[src/logic/rcs_pkg.sv]
/*
 * Shared constants, types and the illegal-address gap bounds for the
 * reset cause and system options block.
 * Assumes an 8-bit CPU data bus with a 16-bit address, all on one bus clock.
 */
package rcs_pkg;
    // Register addresses in the upper register page
    localparam logic [15:0] RCS_STATUS_ADDR  = 16'h1800;
    localparam logic [15:0] RCS_FORCE_ADDR   = 16'h1801;
    localparam logic [15:0] RCS_OPTIONS_ADDR = 16'h1802;
    // Reset cause status bit positions
    localparam int RCS_B_PWR_ON = 7;
    localparam int RCS_B_PIN    = 6;
    localparam int RCS_B_WDOG   = 5;
    localparam int RCS_B_ILLOP  = 4;
    localparam int RCS_B_ILLAD  = 3;
    localparam int RCS_B_CLKMOD = 2;
    localparam int RCS_B_LOWV   = 1;
    // Force-reset control bit position
    localparam int RCS_B_FORCE  = 0;
    // Options bit positions
    localparam int RCS_B_WDOG_EN  = 7;
    localparam int RCS_B_WDOG_LNG = 6;
    localparam int RCS_B_HALT_OK  = 5;
    localparam int RCS_B_DBG_PIN  = 1;
    // Reset and read values
    localparam logic [7:0] RCS_STATUS_POR = 8'h82;
    localparam logic [7:0] RCS_OPT_RESET  = 8'hc2;
    localparam logic [7:0] RCS_OPT_MASK   = 8'he2;
    localparam logic [7:0] RCS_FORCE_READ = 8'h00;
    // Illegal address gaps
    localparam logic [15:0] RCS_GAP0_LO = 16'h0880;
    localparam logic [15:0] RCS_GAP0_HI = 16'h17ff;
    localparam logic [15:0] RCS_GAP1_LO = 16'h182c;
    localparam logic [15:0] RCS_GAP1_HI = 16'hbfff;
    // Watchdog timeout lengths in bus-clock cycles
    localparam int          RCS_WDOG_SHORT_EXP = 13;
    localparam int          RCS_WDOG_LONG_EXP  = 18;
    localparam logic [18:0] RCS_WDOG_SHORT_CYC = 19'h00001 << RCS_WDOG_SHORT_EXP;
    localparam logic [18:0] RCS_WDOG_LONG_CYC  = 19'h00001 << RCS_WDOG_LONG_EXP;
    // Default length of the internal reset pulse
    localparam int RCS_HOLD_CYC = 16;

    // Sequencer states, Gray along run/hold
    typedef enum logic [1:0] {
        RCS_RUN  = 2'b00,
        RCS_HOLD = 2'b01
    } rcs_state_t;

    // Reset sources seen in one cycle
    typedef struct packed {
        logic pwr_on;   // Power-on
        logic pin;      // External reset pin
        logic wdog;     // Watchdog timeout
        logic illop;    // Illegal opcode
        logic illad;    // Illegal address
        logic clkmod;   // Clock module reset
        logic lowv;     // Low-voltage trip
    } rcs_cause_t;
endpackage

[src/logic/rcs_gap_decode.sv]
/*
 * Illegal address gap decoder.
 * Assumes a stable address whenever the access strobe is high.
 */
`timescale 1ns/100ps
module rcs_gap_decode (
    input  wire logic [15:0] addr_i,    // Bus address
    input  wire logic        access_i,  // Read or write in progress
    output logic             illegal_o  // Access falls in a gap
);
    // Two gaps; register pages themselves never decode as illegal
    assign illegal_o = access_i &&
        (((addr_i >= rcs_pkg::RCS_GAP0_LO) && (addr_i <= rcs_pkg::RCS_GAP0_HI)) ||
         ((addr_i >= rcs_pkg::RCS_GAP1_LO) && (addr_i <= rcs_pkg::RCS_GAP1_HI)));
endmodule

[src/logic/rcs_reset_cause.sv]
/*
 * Reset cause recorder, debug force reset and write-once system options.
 * Assumes rstn_i is the power-on reset, bus strobes come from the CPU on
 * clk_i, and sys_reset_o drives the chip reset generator.
 */
`timescale 1ns/100ps
module rcs_reset_cause #(
    parameter int HOLD_CYC = rcs_pkg::RCS_HOLD_CYC  // Internal reset length
) (
    input  wire logic        clk_i,                          // Bus clock
    input  wire logic        rstn_i,                         // Power-on reset, low
    input  wire logic [15:0] bus_addr_i,                     // CPU address
    input  wire logic        bus_rd_i,                       // Read strobe
    input  wire logic        bus_wr_i,                       // Write strobe
    input  wire logic [7:0]  bus_wdata_i,                    // Write data
    input  wire logic        bus_dbg_i,                      // Access from debug port
    output logic      [7:0]  bus_rdata_o,                    // Read data, next cycle
    input  wire logic        reset_pin_n_i,                  // External reset pin, low
    input  wire logic        wdog_expired_i,                 // Watchdog timed out
    input  wire logic        opcode_illegal_i,               // Unimplemented opcode
    input  wire logic        halt_exec_i,                    // Halt instruction
    input  wire logic        enter_background_instruction_exec_i,                    // Background instruction
    input  wire logic        background_mode_permit_i,       // Background mode allowed
    input  wire logic        clock_module_reset_i,           // Clock module request
    input  wire logic        supply_low_i,                   // Detector below trip
    input  wire logic        voltage_detector_enable_i,      // Detector enable
    input  wire logic        voltage_detector_reset_enable_i,// Detector reset enable
    input  wire logic        voltage_detector_stop_enable_i, // Detector kept in stop
    input  wire logic        stop_mode_i,                    // Device is in stop
    input  wire logic        pg0_data_i,                     // Port bit value
    output logic             sys_reset_o,                    // Reset to generator
    output logic             wdog_restart_o,                 // Watchdog restart pulse
    output logic             watchdog_enable_option_o,       // Watchdog enabled
    output logic             watchdog_timeout_option_o,      // Long timeout chosen
    output logic      [18:0] wdog_timeout_cycles_o,          // Timeout in cycles
    output logic             halt_permit_option_o,           // Stop mode allowed
    output logic             stop_enter_o,                   // Enter stop pulse
    output logic             lv_detect_active_o,             // Detector running
    output logic             debug_pin_enable_option_o,      // Pin is debug line
    output logic             pg0_o,                          // Port bit drive value
    output logic             pg0_oe_n_o                      // Port drive enable, low
);
    // Synchronisers for asynchronous pins
    logic                pin_meta_q;      // Reset pin stage 1
    logic                pin_sync_q;      // Reset pin stage 2
    logic                low_meta_q;      // Supply low stage 1
    logic                low_sync_q;      // Supply low stage 2
    // Sequencer and register state
    rcs_pkg::rcs_state_t state_q, state_d;          // Run or hold
    logic [7:0]          cnt_q, cnt_d;              // Hold cycle count
    logic [7:0]          status_q, status_d;        // Reset causes
    logic [7:0]          opt_q, opt_d;              // Options byte
    logic                locked_q, locked_d;        // Options written once
    logic [7:0]          rdata_q, rdata_d;          // Read data
    logic                restart_q, restart_d;      // Watchdog restart
    logic                stop_q, stop_d;            // Stop entry
    logic                lvact_q, lvact_d;          // Detector active
    logic                pg0_q, pg0_d;              // Port value
    logic                pg0_oe_n_q, pg0_oe_n_d;    // Port enable
    // Decoded events
    rcs_pkg::rcs_cause_t src;            // Sources this cycle
    logic                gap_hit;        // Access in illegal gap
    logic                force_hit;      // Debug force write
    logic                other_src;      // Any source except address
    logic                any_src;        // Any reset request
    logic                bus_ok;         // Bus served this cycle
    // Address match, used by read and write paths
    function automatic logic hit(input logic [15:0] a, input logic [15:0] r);
        hit = (a == r);
    endfunction
    // Pack causes into the status byte layout
    function automatic logic [7:0] cause_byte(input rcs_pkg::rcs_cause_t c);
        logic [7:0] b;
        b = 8'h00;
        b[rcs_pkg::RCS_B_PWR_ON] = c.pwr_on;
        b[rcs_pkg::RCS_B_PIN]    = c.pin;
        b[rcs_pkg::RCS_B_WDOG]   = c.wdog;
        b[rcs_pkg::RCS_B_ILLOP]  = c.illop;
        b[rcs_pkg::RCS_B_ILLAD]  = c.illad;
        b[rcs_pkg::RCS_B_CLKMOD] = c.clkmod;
        b[rcs_pkg::RCS_B_LOWV]   = c.lowv;
        return b;
    endfunction
    // Gap decoder for illegal accesses
    // gap ranges only
    rcs_gap_decode u_gap (
        .addr_i    (bus_addr_i),
        .access_i  (bus_rd_i | bus_wr_i),
        .illegal_o (gap_hit)
    );
    // Two-stage synchronisers, reset inactive
    always_ff @(posedge clk_i or negedge rstn_i) begin
        if (!rstn_i) begin
            pin_meta_q <= 1'b1;
            pin_sync_q <= 1'b1;
            low_meta_q <= 1'b0;
            low_sync_q <= 1'b0;
        end else begin
            pin_meta_q <= reset_pin_n_i;
            pin_sync_q <= pin_meta_q;
            low_meta_q <= supply_low_i;
            low_sync_q <= low_meta_q;
        end
    end
    // Source decode
    always_comb begin
        src        = '0;
        src.pin    = ~pin_sync_q;
        src.wdog   = wdog_expired_i & opt_q[rcs_pkg::RCS_B_WDOG_EN];
        src.illop  = opcode_illegal_i
                   | (halt_exec_i & ~opt_q[rcs_pkg::RCS_B_HALT_OK])
                   | (enter_background_instruction_exec_i & ~background_mode_permit_i);
        src.illad  = gap_hit;
        src.clkmod = clock_module_reset_i;
        src.lowv   = low_sync_q & voltage_detector_enable_i
                   & voltage_detector_reset_enable_i & lvact_q;
        // only debug-port writes of 1 count
        force_hit  = bus_wr_i & bus_dbg_i & hit(bus_addr_i, rcs_pkg::RCS_FORCE_ADDR)
                   & bus_wdata_i[rcs_pkg::RCS_B_FORCE];
        other_src  = src.pin | src.wdog | src.illop | src.clkmod | src.lowv | force_hit;
        any_src    = other_src | src.illad;
    end
    // Next-state logic for sequencer, flags, options and bus
    always_comb begin
        state_d    = state_q;
        cnt_d      = cnt_q;
        status_d   = status_q;
        opt_d      = opt_q;
        locked_d   = locked_q;
        rdata_d    = 8'h00;
        restart_d  = 1'b0;
        stop_d     = 1'b0;
        pg0_d      = pg0_data_i;
        bus_ok     = 1'b0;
        // detector stops in stop mode unless kept
        lvact_d    = voltage_detector_enable_i
                   & (~stop_mode_i | voltage_detector_stop_enable_i);
        // pin released to debug unless option clear
        pg0_oe_n_d = opt_q[rcs_pkg::RCS_B_DBG_PIN];
        case (state_q)
            rcs_pkg::RCS_RUN: begin
                if (any_src) begin
                    // Enter internal reset and record causes
                    state_d  = rcs_pkg::RCS_HOLD;
                    cnt_d    = 8'h00;
                    opt_d    = rcs_pkg::RCS_OPT_RESET;
                    locked_d = 1'b0;
                    if (src.lowv) begin
                        // Low-voltage: power-on bit unaffected
                        status_d = (status_q & (8'h01 << rcs_pkg::RCS_B_PWR_ON))
                                 | (8'h01 << rcs_pkg::RCS_B_LOWV);
                    end else begin
                        status_d = cause_byte(src);
                    end
                end else begin
                    bus_ok = 1'b1;
                end
            end
            rcs_pkg::RCS_HOLD: begin
                // sources active during reset also flagged
                status_d = status_q | cause_byte(src);
                cnt_d    = cnt_q + 8'h01;
                if (cnt_q == 8'(HOLD_CYC - 1)) begin
                    state_d = rcs_pkg::RCS_RUN;
                end
            end
            default: begin
                state_d = rcs_pkg::RCS_HOLD;
                cnt_d   = 8'h00;
            end
        endcase
        if (bus_ok) begin
            // Reads answer one cycle later
            if (bus_rd_i) begin
                if (hit(bus_addr_i, rcs_pkg::RCS_STATUS_ADDR)) begin
                    rdata_d = status_q;
                end else if (hit(bus_addr_i, rcs_pkg::RCS_OPTIONS_ADDR)) begin
                    rdata_d = opt_q & rcs_pkg::RCS_OPT_MASK;
                end else begin
                    rdata_d = rcs_pkg::RCS_FORCE_READ;
                end
            end
            if (bus_wr_i && hit(bus_addr_i, rcs_pkg::RCS_STATUS_ADDR)) begin
                restart_d = 1'b1;
            end
            // first write after reset locks options
            if (bus_wr_i && hit(bus_addr_i, rcs_pkg::RCS_OPTIONS_ADDR) && !locked_q) begin
                opt_d    = bus_wdata_i & rcs_pkg::RCS_OPT_MASK;
                locked_d = 1'b1;
            end
            // Halt with permit enters stop
            stop_d = halt_exec_i & opt_q[rcs_pkg::RCS_B_HALT_OK];
        end
    end
    // State registers; power-on starts in hold
    always_ff @(posedge clk_i or negedge rstn_i) begin
        if (!rstn_i) begin
            state_q    <= rcs_pkg::RCS_HOLD;
            cnt_q      <= 8'h00;
            status_q   <= rcs_pkg::RCS_STATUS_POR;
            opt_q      <= rcs_pkg::RCS_OPT_RESET;
            locked_q   <= 1'b0;
            rdata_q    <= 8'h00;
            restart_q  <= 1'b0;
            stop_q     <= 1'b0;
            lvact_q    <= 1'b0;
            pg0_q      <= 1'b0;
            pg0_oe_n_q <= 1'b1;
        end else begin
            state_q    <= state_d;
            cnt_q      <= cnt_d;
            status_q   <= status_d;
            opt_q      <= opt_d;
            locked_q   <= locked_d;
            rdata_q    <= rdata_d;
            restart_q  <= restart_d;
            stop_q     <= stop_d;
            lvact_q    <= lvact_d;
            pg0_q      <= pg0_d;
            pg0_oe_n_q <= pg0_oe_n_d;
        end
    end
    // Output drive
    assign sys_reset_o               = (state_q == rcs_pkg::RCS_HOLD);
    assign bus_rdata_o               = rdata_q;
    assign wdog_restart_o            = restart_q;
    assign stop_enter_o              = stop_q;
    assign lv_detect_active_o        = lvact_q;
    assign watchdog_enable_option_o  = opt_q[rcs_pkg::RCS_B_WDOG_EN];
    assign watchdog_timeout_option_o = opt_q[rcs_pkg::RCS_B_WDOG_LNG];
    assign halt_permit_option_o      = opt_q[rcs_pkg::RCS_B_HALT_OK];
    assign debug_pin_enable_option_o = opt_q[rcs_pkg::RCS_B_DBG_PIN];
    assign pg0_o                     = pg0_q;
    assign pg0_oe_n_o                = pg0_oe_n_q;
    assign wdog_timeout_cycles_o     = opt_q[rcs_pkg::RCS_B_WDOG_LNG]
                                     ? rcs_pkg::RCS_WDOG_LONG_CYC
                                     : rcs_pkg::RCS_WDOG_SHORT_CYC;
endmodule

[config.mk]
export PLATFORM = sky130hd
export DESIGN_NAME = rcs_reset_cause
export DESIGN_NICKNAME = d
export VERILOG_FILES = /design/src/logic/rcs_pkg.sv /design/src/logic/rcs_gap_decode.sv /design/src/logic/rcs_reset_cause.sv
export SDC_FILE = /design/constraint.sdc
export NUM_CORES = 1
export LEC_CHECK = 0
export ABC_AREA = 0
export BUFFER_PORTS_ARGS = -buffer_cell sky130_fd_sc_hd__buf_4
export CAP_MARGIN = 15
export CORE_ASPECT_RATIO = 0.5
export CORE_MARGIN = 4
export CORE_UTILIZATION = 40
export CTS_CLUSTER_DIAMETER = 100
export DETAILED_ROUTE_END_ITERATION = 7
export PLACE_DENSITY = 0.72
export SLEW_MARGIN = 20
export SYNTH_ARGS = -nofsm -noshare
export SYNTH_HDL_FRONTEND = slang
export SYNTH_SLANG_ARGS = --single-unit
[constraint.sdc]
create_clock -name clk_i -period 2.16 [get_ports clk_i]
set_clock_uncertainty 0.2 [all_clocks]
set_input_delay 0.324 -clock clk_i [delete_from_list [all_inputs] [get_ports clk_i]]
set_output_delay 0.324 -clock clk_i [all_outputs]
set_load 0.005 [all_outputs]
Word level (Yosys, flattened, before mapping)

Cells that the tools add are included.

$add $sub $neg: 1
Muxes and demuxes: 26
Equality and inequality tests: 8
$lt $le $gt $ge: 4
Bitwise logic cells: 26
Reductions and logical operators: 13

Operators by type and width:

| kind                                                                                   | number |
|---|---|
| 8-bit two-way mux                                                                      | 11 |
| 16-bit by 13-bit equality test with 1-bit output (second input constant)               | 3 |
| 8-bit one-hot mux with 2 select lines                                                  | 2 |
| 19-bit two-way mux                                                                     | 1 |
| 16-bit by 12-bit greater-or-equal comparator with 1-bit output (second input constant) | 1 |
| 16-bit by 13-bit greater-or-equal comparator with 1-bit output (second input constant) | 1 |
| 16-bit by 13-bit <= comparator with 1-bit output (second input constant)               | 1 |
| 16-bit <= comparator (second input constant)                                           | 1 |
| 1-bit AND                                                                              | 11 |
| 1-bit bitwise OR                                                                       | 10 |
| 1-bit two-way mux                                                                      | 9 |
| 8-bit by 1-bit adder with 8-bit output (second input constant)                         | 1 |
| 8-bit by 4-bit equality test with 1-bit output (second input constant)                 | 1 |
| 8-bit by 7-bit bitwise OR with 8-bit output                                            | 1 |
| 1-bit logical AND                                                                      | 6 |
| 2-bit two-way mux                                                                      | 2 |
| 2-bit != test (second input constant)                                                  | 2 |
| 1-bit NOT                                                                              | 4 |
| 2-bit one-hot mux with 2 select lines                                                  | 1 |
| 2-bit AND reduction                                                                    | 2 |
| 3-bit AND reduction                                                                    | 1 |
| 2-bit by 1-bit equality test with 1-bit output (second input constant)                 | 1 |
| 2-bit logical NOT                                                                      | 1 |
| 2-bit by 1-bit != test with 1-bit output (second input constant)                       | 1 |
| 3 further kinds                                                                        | 3 |

Output and inout bits: 37
Input bits: 42
Logic and storage cells: 94
Register bits after elaboration: 44

Logic depth before layout (Yosys ltp)

Gate-level depths: netlist of the first run.

Word-level depth: 13
Mapped depth: 8
Mapped depth without buffers: 6

Hierarchy

A second synthesis of the first run with hierarchy kept.

Cells, all modules: 176
Area total of the unflattened synthesis: 1865.5 sq um

By module, submodules not included:

| module          | instances | cells an instance | area an instance (sq um) |
|---|---|---|---|
| rcs_reset_cause | 1         | 167               | 1804.2 |
| rcs_gap_decode  | 1         | 9                 | 61.3 |

Worst setup path after synthesis of the first run

No wires, ideal clock.

Kind: input-to-reg
From: input port bus_addr_i[7]
To: register status_q[5]
Slack: 0.162 ns
Library setup time: 0.126 ns
Stages on the path: 6
Arrival: 1.672 ns
Path buffers: 1
Path through: nor4_2 > nand4_1 > or2_1 > buf_2 > and3_4 > a221o_1

Word-level cells in the longest chain between the ends: 7

Ends and longest elaborated chain:

| what                                                                                   | RTL line                                     | text |
|---|---|---|
| from (decl)                                                                            | rcs_reset_cause.sv:12                        | `input wire logic [15:0] bus_addr_i,` |
| 16-bit by 12-bit greater-or-equal comparator with 1-bit output (tied with other cells) | rcs_gap_decode.sv:13                         | `(((addr_i >= rcs_pkg::RCS_GAP0_LO) && (addr_i <= rcs_pkg::RCS_GAP0_HI)) \|\|` |
| 1-bit logical AND (tied with other cells)                                              | rcs_gap_decode.sv:13                         |  |
| 1-bit logical OR / 1-bit AND (equally long branches)                                   | rcs_gap_decode.sv:13, rcs_reset_cause.sv:119 |  |
| 1-bit logical AND / 1-bit bitwise OR (equally long branches)                           | rcs_gap_decode.sv:12, rcs_reset_cause.sv:120 |  |
| 1-bit bitwise OR (*)                                                                   | rcs_reset_cause.sv:121                       | `any_src = other_src \| src.illad;` |
| 2-bit != test (no source line) (*)                                                     | -                                            |  |
| 2-bit AND reduction (no source line) (*)                                               | -                                            |  |
| to (signal assigned)                                                                   | rcs_reset_cause.sv:200                       | `status_q <= rcs_pkg::RCS_STATUS_POR;` |
| to (signal assigned)                                                                   | rcs_reset_cause.sv:212                       | `status_q <= status_d;` |
| to (decl)                                                                              | rcs_reset_cause.sv:51                        | `logic [7:0] status_q, status_d;` |

Mark *: on every way between the ends. The rest lies on a longest branch, timed or not.
A chain may end at the register's enable or synchronous reset.

Worst setup path in the final report of the first run

From: input port bus_addr_i[7]
To: register opt_q[7]

Word-level cells in the longest chain between the ends: 9

Ends and longest elaborated chain:

| what                                                                                   | RTL line                                     | text |
|---|---|---|
| 16-bit by 12-bit greater-or-equal comparator with 1-bit output (tied with other cells) | rcs_gap_decode.sv:13                         |  |
| 1-bit logical AND (tied with other cells)                                              | rcs_gap_decode.sv:13                         |  |
| 1-bit logical OR / 1-bit AND (equally long branches)                                   | rcs_gap_decode.sv:13, rcs_reset_cause.sv:119 |  |
| 1-bit logical AND / 1-bit bitwise OR (equally long branches)                           | rcs_gap_decode.sv:12, rcs_reset_cause.sv:120 |  |
| 1-bit bitwise OR                                                                       | rcs_reset_cause.sv:121                       |  |
| 8-bit two-way mux                                                                      | rcs_reset_cause.sv:142                       | `if (any_src) begin` |
| 8-bit two-way mux                                                                      | rcs_reset_cause.sv:140                       | `case (state_q)` |
| 8-bit two-way mux                                                                      | rcs_reset_cause.sv:187                       | `if (bus_wr_i && hit(bus_addr_i, rcs_pkg::RCS_OPTIONS_ADDR) && !locked_q) begin` |
| 8-bit two-way mux (*)                                                                  | rcs_reset_cause.sv:172                       | `if (bus_ok) begin` |
| via opt_d[7]                                                                           | rcs_reset_cause.sv:52                        | `logic [7:0] opt_q, opt_d;` |
| to (signal assigned)                                                                   | rcs_reset_cause.sv:201                       | `opt_q <= rcs_pkg::RCS_OPT_RESET;` |
| to (signal assigned)                                                                   | rcs_reset_cause.sv:213                       | `opt_q <= opt_d;` |
| to (decl)                                                                              | rcs_reset_cause.sv:52                        |  |

Mark *: on every way through the listed nets, which the timed path passes. The rest lies on a longest branch.

==> impl_metrics.py, run 1 <==
metrics = {
    "setup_path": {
        "critical-path-top-delay-family": "simple AND/OR/NAND/NOR gates",
        "cp_cell_sequence": "buf_4 -> nor4_2 -> nand4_1 -> or4_1 -> a41oi_4 -> a2bb2oi_1",
        "rrSetupSlack_ns": 0.21,
        "path_buf_inv": 1,
        "crit_path_end_kind": "flop",
        "start_kind": "primary input",
        "cpMaxStageDelayCell": "or4_1",
        "cp.required_ns": 2.17,
        "crit_fanout": 4,
        "max_stage_delay_ns": 0.55,
        "crit_path_start": "bus_addr_i[7]",
        "rr_startpoint": "opt_q[5]",
        "critical_path_class": "primary input to flop",
        "arrival_ns": 2.03,
    },
    "pwr": {
        "power_density_mw_per_mm2": 740,
        "power_frac_comb": 0.206,
        "ir_worst_vdd_v": 0.000289,
        "seqPwrFrac": 0.484,
        "switching_share": 0.277,
        "clockPowerShare": 0.310,
        "p_int_w": 0.00136,
        "p_leak_nw": 1.20,
        "switching_power_w": 0.000522,
        "finalPower_w": 0.00188,
    },
    "synth": {
        "synth_xor_area_frac": 0.0183,
        "synth_edf_count": 0,
        "synth_top_family_by_area": "simple AND/OR/NAND/NOR gates",
        "synth_area_leaders": "dfrtp_1 38%, dfstp_2 12%, buf_4 7.5%",
        "synth_compound_area_frac": 0.120,
        "yosysMostFrequentCell": "dfrtp_1",
        "synth_seq_cells": 38,
        "netlist_instances": 182,
        "netlist_top_cells_count": "29 x dfrtp_1, 19 x buf_4, 16 x inv_1",
        "netlist.area_leader.share": 0.379,
        "synth_top_area_cell": "dfrtp_1",
        "ys_warn_count": 0,
        "yosysUniqueCellTypes": 48,
        "synth_fa_ha_area_frac": 0.00654,
        "synthMuxAreaShare": 0.0262,
        "seq_area_frac_synth": 0.503,
        "syn_area_per_cell_sq_um": 10.5,
        "synthSimpleGateAreaFrac": 0.200,
        "synth_area_sq_mm": 0.00191,
        "synthFlopType": "dfrtp_1",
        "synthArstFlopShare": 1.00,
    },
    "timing": {
        "hold_viol": 0,
        "min_period_ns": 2.02,
        "fmax_mhz": 496,
        "setup_viol": 0,
        "worst_slack_ns": 0.142,
        "period_share": 0.934,
        "hold_ws_ns": 0.0147,
        "slew_viol_final": 0,
        "rsz0062_at_grt": "no",
    },
    "clocking": {
        "worstSkewPairLatency_ns": 0.29,
        "htreeDepth": 2,
        "cts_made_buffers": 5,
        "cts_tree": "built",
        "numClockSinks": 38,
        "root_buffer": "clkbuf_8",
        "clk_pin_slew_ns": 0.07,
        "clock_path_buffers": 2,
    },
    "route": {
        "dr.first_iter.drc_count": 79,
        "wl_um": 4420,
        "dr.pass1.iters": 4,
        "drc_errors": 0,
        "wl_per_cell_um": 13.9,
        "drtAntennaViolNets": 0,
        "vias": 1549,
        "vias_per_cell": 4.89,
    },
    "place": {
        "pre_cts_ws_ns": -0.198,
        "gp_congestion": 0.838,
        "hpwl_um": 3270,
        "port_buffers": 58,
        "dpl_cell_area_sq_mm": 0.00236,
    },
    "floorplan": {
        "core_area_sq_mm": 0.00451,
        "die_area_sq_mm": 0.00602,
        "start_util": 0.424,
        "row_count": 17,
        "io_pins": 79,
        "fp.dieW_um": 106,
        "die_h_um": 56.9,
    },
    "final_layout": {
        "fin_area_sq_mm": 0.00254,
        "diodes": 0,
        "drive_gt1_frac": 0.371,
        "syn2layout_area_growth_pct": 33.0,
        "n_fill_cell": 389,
        "nNetsFinal": 293,
    },
    "grt": {
        "overflow": 0,
        "grtUsageTotal": 0.153,
        "grt_pass1_wl_um": 7290,
        "grt_start_max_net_pins": 39,
        "antenna_found_initial": 0,
        "grt_pass1_vias": 1552,
    },
    "job": {
        "max-cap-violations": 0,
    },
    "outcome": {
        "status": "finished, final reports clean",
    },
    "worst_hold_path": {
        "hp-start": "stop_mode_i",
        "hp-class": "primary input to flop",
    },
}
-- timing repair --
action	in CTS	in global routing
pin swaps	0	1
resized for setup	1	4
buffers inserted	0	1
hold buffers	4	0
endpoints found under the hold margin	32	0
cloned	0	0
setup endpoints to repair	3	10
-- worst register-to-register path: cells and delay by family, from the launching register on --
kind | cells | cell delay [ns]
simple gates | 3 | 0.88
flops | 1 | 0.34
buf+inv | 1 | 0.06
compound gates | 1 | 0.36
-- stage by stage --
stage	cells	setup TNS, ns	utilization
2_1_floorplan	199	0	-
3_3_place_gp	304	-0.759	0.524
3_5_place_dp	304	-1.13	0.524
4_1_cts	316	0	0.557
5_1_grt	317	0	0.564
6_report	317	0	0.564
-- registers in the layout (all words and copies together) (netlist names), 4 cells and up --
| signal | count |
|---|---|
| bus_rdata_o | 8 |
| cnt_q | 8 |
| opt_q | 4 |
| status_q | 7 |
-- placed cells by master (no fill, tap or decap), types with 4 or more instances in the layout --
master          n
dfrtp_1        29
mux2i_1         5
nor2_1          9
dlygate4sd3_1   4
nand4_1         7
nand2_1        12
inv_1          16
dfstp_2         9
o21ai_0         8
clkbuf_8        5
nor3_2          4
nand3_1         5
buf_4          65
conb_1         18
-- path summary, 6_finish.rpt --
check                                     end  cells past startpoint
setup / recovery                     opt_q[7]                      6
hold / removal             lv_detect_active_o                      2
setup reg to reg               bus_rdata_o[3]                      5
hold reg to reg                    low_sync_q                      0
max in group asynchronous            opt_q[1]                      2
min in group asynchronous            cnt_q[4]                      2
-- power by group through the flow --
stage	Combinational, W	Sequential, W	Clock (W)
after floorplan	0.000286	0.000887	0
after global placement	0.000359	0.000916	0
after detailed placement	0.000378	0.000924	0
after CTS	0.000386	0.000910	0.000605
after global routing	0.000434	0.000929	0.000634
final	0.000388	0.000912	0.000584
-- cells by family (layout without fill, tap and decap cells) --
family | after synthesis | after routing
flip-flops | 38 | 38
adder cells (fa/ha/maj) | 1 | 1
multiplexers | 5 | 5
buffers and inverters | 41 | 93
AO/OA/AOI/OAI | 30 | 30
other | 1 | 18
AND/OR/NAND/NOR | 62 | 62
XOR/XNOR | 4 | 4
-- routing by layer --
| metal | vias up | global-route usage | routed length, um |
|---|---|---|---|
| li1 | 739 | - | - |
| met1 | 747 | 0.181 | 1790 |
| met2 | 52 | 0.265 | 2250 |
| met3 | 11 | 0.0436 | 291 |
| met4 | 0 | 0.0664 | 89 |
| met5 | - | 0 | 0 |
-- cell type report --
class,count,area [sq um],area share
flip-flops and latches,38,962,0.378
multi-input cells,120,806,0.317
repair buffers,69,528,0.207
well taps,66,82.6,0.0324
clock buffers,7,76.3,0.0300
inverters,16,60.1,0.0236
clock inverters,1,30.0,0.0118
No activity file was read; power rests on OpenSTA's default activity.
==> inputs of run 2 (changes only) <==
--- a/config.mk
+++ b/config.mk
@@ -14,6 +14,7 @@
 export CTS_CLUSTER_DIAMETER = 100
 export DETAILED_ROUTE_END_ITERATION = 7
 export PLACE_DENSITY = 0.72
+export SETUP_SLACK_MARGIN = 0.2
 export SLEW_MARGIN = 20
 export SYNTH_ARGS = -nofsm -noshare
 export SYNTH_HDL_FRONTEND = slang
==> run 2 against run 1 <==
Against the previous run: register-to-register slack about the same; clock-buffer cell count shrank 1; die area did not move; cell count increased by 3.8%.
==> impl_metrics.py, run 2 (synthesis results as in run 1) <==
metrics = {
    "setup_path": {
        "crit_fanout": 5,
        "r2r.worst_path.cells": 6,
        "rrSetupSlack_ns": 0.22,
        "cp_cell_sequence": "and2_4 -> nor3_1 -> and3_4 -> buf_4 -> and3_4 -> a221o_1",
        "cp.required_ns": 2.14,
        "regToRegEndpoint": "status_q[5]",
        "rr_startpoint": "opt_q[7]",
        "max_stage_delay_ns": 0.54,
        "arrival_ns": 1.91,
        "critical-path-top-delay-family": "simple AND/OR/NAND/NOR gates",
        "critical_path_class": "flop to flop",
        "path_buf_inv": 1,
        "crit_top_cell": "and3_4",
        "cpMaxStageDelayCell": "dfstp_2",
        "crit_path_end_kind": "flop",
        "start_kind": "flop",
    },
    "timing": {
        "hold_ws_ns": 0.0117,
        "min_period_ns": 1.94,
        "hold_viol": 0,
        "setup_viol": 0,
        "final.setup.tns_ns": 0,
        "rsz0062_at_grt": "yes",
        "fmax_mhz": 517,
        "slew_viol_final": 0,
        "period_share": 0.896,
    },
    "grt": {
        "grt_pass1_wl_um": 7390,
        "antenna_found_initial": 0,
        "grt_start_max_net_pins": 39,
        "overflow": 0,
        "grtUsageTotal": 0.154,
        "grt_pass1_vias": 1569,
    },
    "final_layout": {
        "seqCellArea_sq_um": 966,
        "fin_area_sq_mm": 0.00265,
        "diodes": 0,
        "mostFrequentLayoutCell": "buf_4",
        "multi_input_area_sq_um": 830,
        "mostFrequentLayoutCells": "77 x buf_4, 29 x dfrtp_1, 18 x conb_1",
        "drive_gt1_frac": 0.430,
        "n_fill_cell": 405,
        "final_cell_count_no_fill": 329,
        "nNetsFinal": 305,
        "syn2layout_area_growth_pct": 38.6,
    },
    "clocking": {
        "htreeDepth": 2,
        "worstSkewPairLatency_ns": 0.29,
        "numClockSinks": 38,
        "clk_pin_slew_ns": 0.07,
        "clock_path_buffers": 2,
        "cts_made_buffers": 5,
        "cts_tree": "built",
        "root_buffer": "clkbuf_8",
    },
    "route": {
        "wl_per_cell_um": 13.7,
        "dr.first_iter.drc_count": 71,
        "vias": 1598,
        "drtAntennaViolNets": 0,
        "wl_um": 4520,
        "vias_per_cell": 4.86,
        "dr.pass1.iters": 4,
        "drc_errors": 0,
    },
    "floorplan": {
        "start_util": 0.424,
        "core_area_sq_mm": 0.00451,
        "row_count": 17,
        "die_h_um": 56.9,
        "io_pins": 79,
        "fp.dieW_um": 106,
        "die_area_sq_mm": 0.00602,
    },
    "job": {
        "max-cap-violations": 0,
    },
    "pwr": {
        "switching_share": 0.292,
        "ir_worst_vdd_v": 0.000306,
        "power_density_mw_per_mm2": 685,
        "power_frac_comb": 0.220,
        "switching_power_w": 0.000529,
        "p_leak_nw": 1.26,
        "seqPwrFrac": 0.503,
        "p_int_w": 0.00129,
        "clockPowerShare": 0.277,
    },
    "worst_hold_path": {
        "hp-start": "stop_mode_i",
        "hold_depth": 2,
        "hp-class": "primary input to flop",
        "hold_path_end": "lv_detect_active_o",
    },
    "outcome": {
        "status": "finished, final reports clean",
    },
    "place": {
        "hpwl_um": 3310,
        "port_buffers": 58,
        "dpl.cell_count": 313,
        "dpl_cell_area_sq_mm": 0.00244,
        "gp_congestion": 0.782,
    },
}
## run 2: power by group through the flow
stage	clock, W	sequential (W)	combinational, W
5_1_grt	0.000557	0.000929	0.000448
4_1_cts	0.000526	0.000910	0.000393
2_1_floorplan	0	0.000887	0.000287
6_report	0.000504	0.000913	0.000399
3_5_place_dp	0	0.000922	0.000383
3_3_place_gp	0	0.000914	0.000368
## run 2: per-stage QoR
stage | total power [W] | util | worst slack, ns
after floorplan | 0.00117 | - | 0.202
after global placement | 0.00128 | 0.540 | -0.0839
after detailed placement | 0.00131 | 0.540 | -0.124
after CTS | 0.00183 | 0.572 | 0.226
after global routing | 0.00194 | 0.588 | 0.171
final | 0.00182 | 0.588 | 0.224
## run 2: layer usage
| metal | share of wire | GRT usage | up-vias |
|---|---|---|---|
| li1 | - | - | 765 |
| met1 | 0.42 | 0.187 | 781 |
| met2 | 0.52 | 0.270 | 47 |
| met3 | 0.049 | 0.0402 | 5 |
| met4 | 0.010 | 0.0498 | 0 |
| met5 | 0 | 0 | - |
## run 2: how the worst max path moves through the flow
stage | startpoint | to | slack (ns) | cells after the start
2_1_floorplan | bus_addr_i[7] | status_q[5] | 0.20 | 6
3_3_place_gp | bus_addr_i[7] | opt_q[1] | -0.08 | 6
3_5_place_dp | bus_addr_i[7] | opt_q[7] | -0.12 | 6
4_1_cts | opt_q[5] | bus_rdata_o[4] | 0.23 | 6
5_1_grt | opt_q[5] | bus_rdata_o[7] | 0.17 | 7
6_report | opt_q[7] | status_q[5] | 0.22 | 6
## run 2: cell type report
type / instances / area share
sequential: 38 / 0.364
clock inverter: 2 / 0.00472
clock buffer: 6 / 0.0311
inverter: 16 / 0.0227
tap: 66 / 0.0311
multi-input combinational: 120 / 0.313
timing repair buffer: 81 / 0.233
## run 2: worst register-to-register path: cells and delay by family (launching register included)
kind            cells  cell delay [ns]
flops               1             0.54
compound gates      1             0.35
simple gates        4             0.57
buf+inv             1             0.16
## run 2: timing repair
item                                   CTS  global route
endpoints found under the hold margin   32             0
gates cloned                             0             0
setup endpoints to repair               17            21
setup buffers                            0             4
hold buffers                             4             0
pin swaps                                1             2
gates resized for setup                  3             9
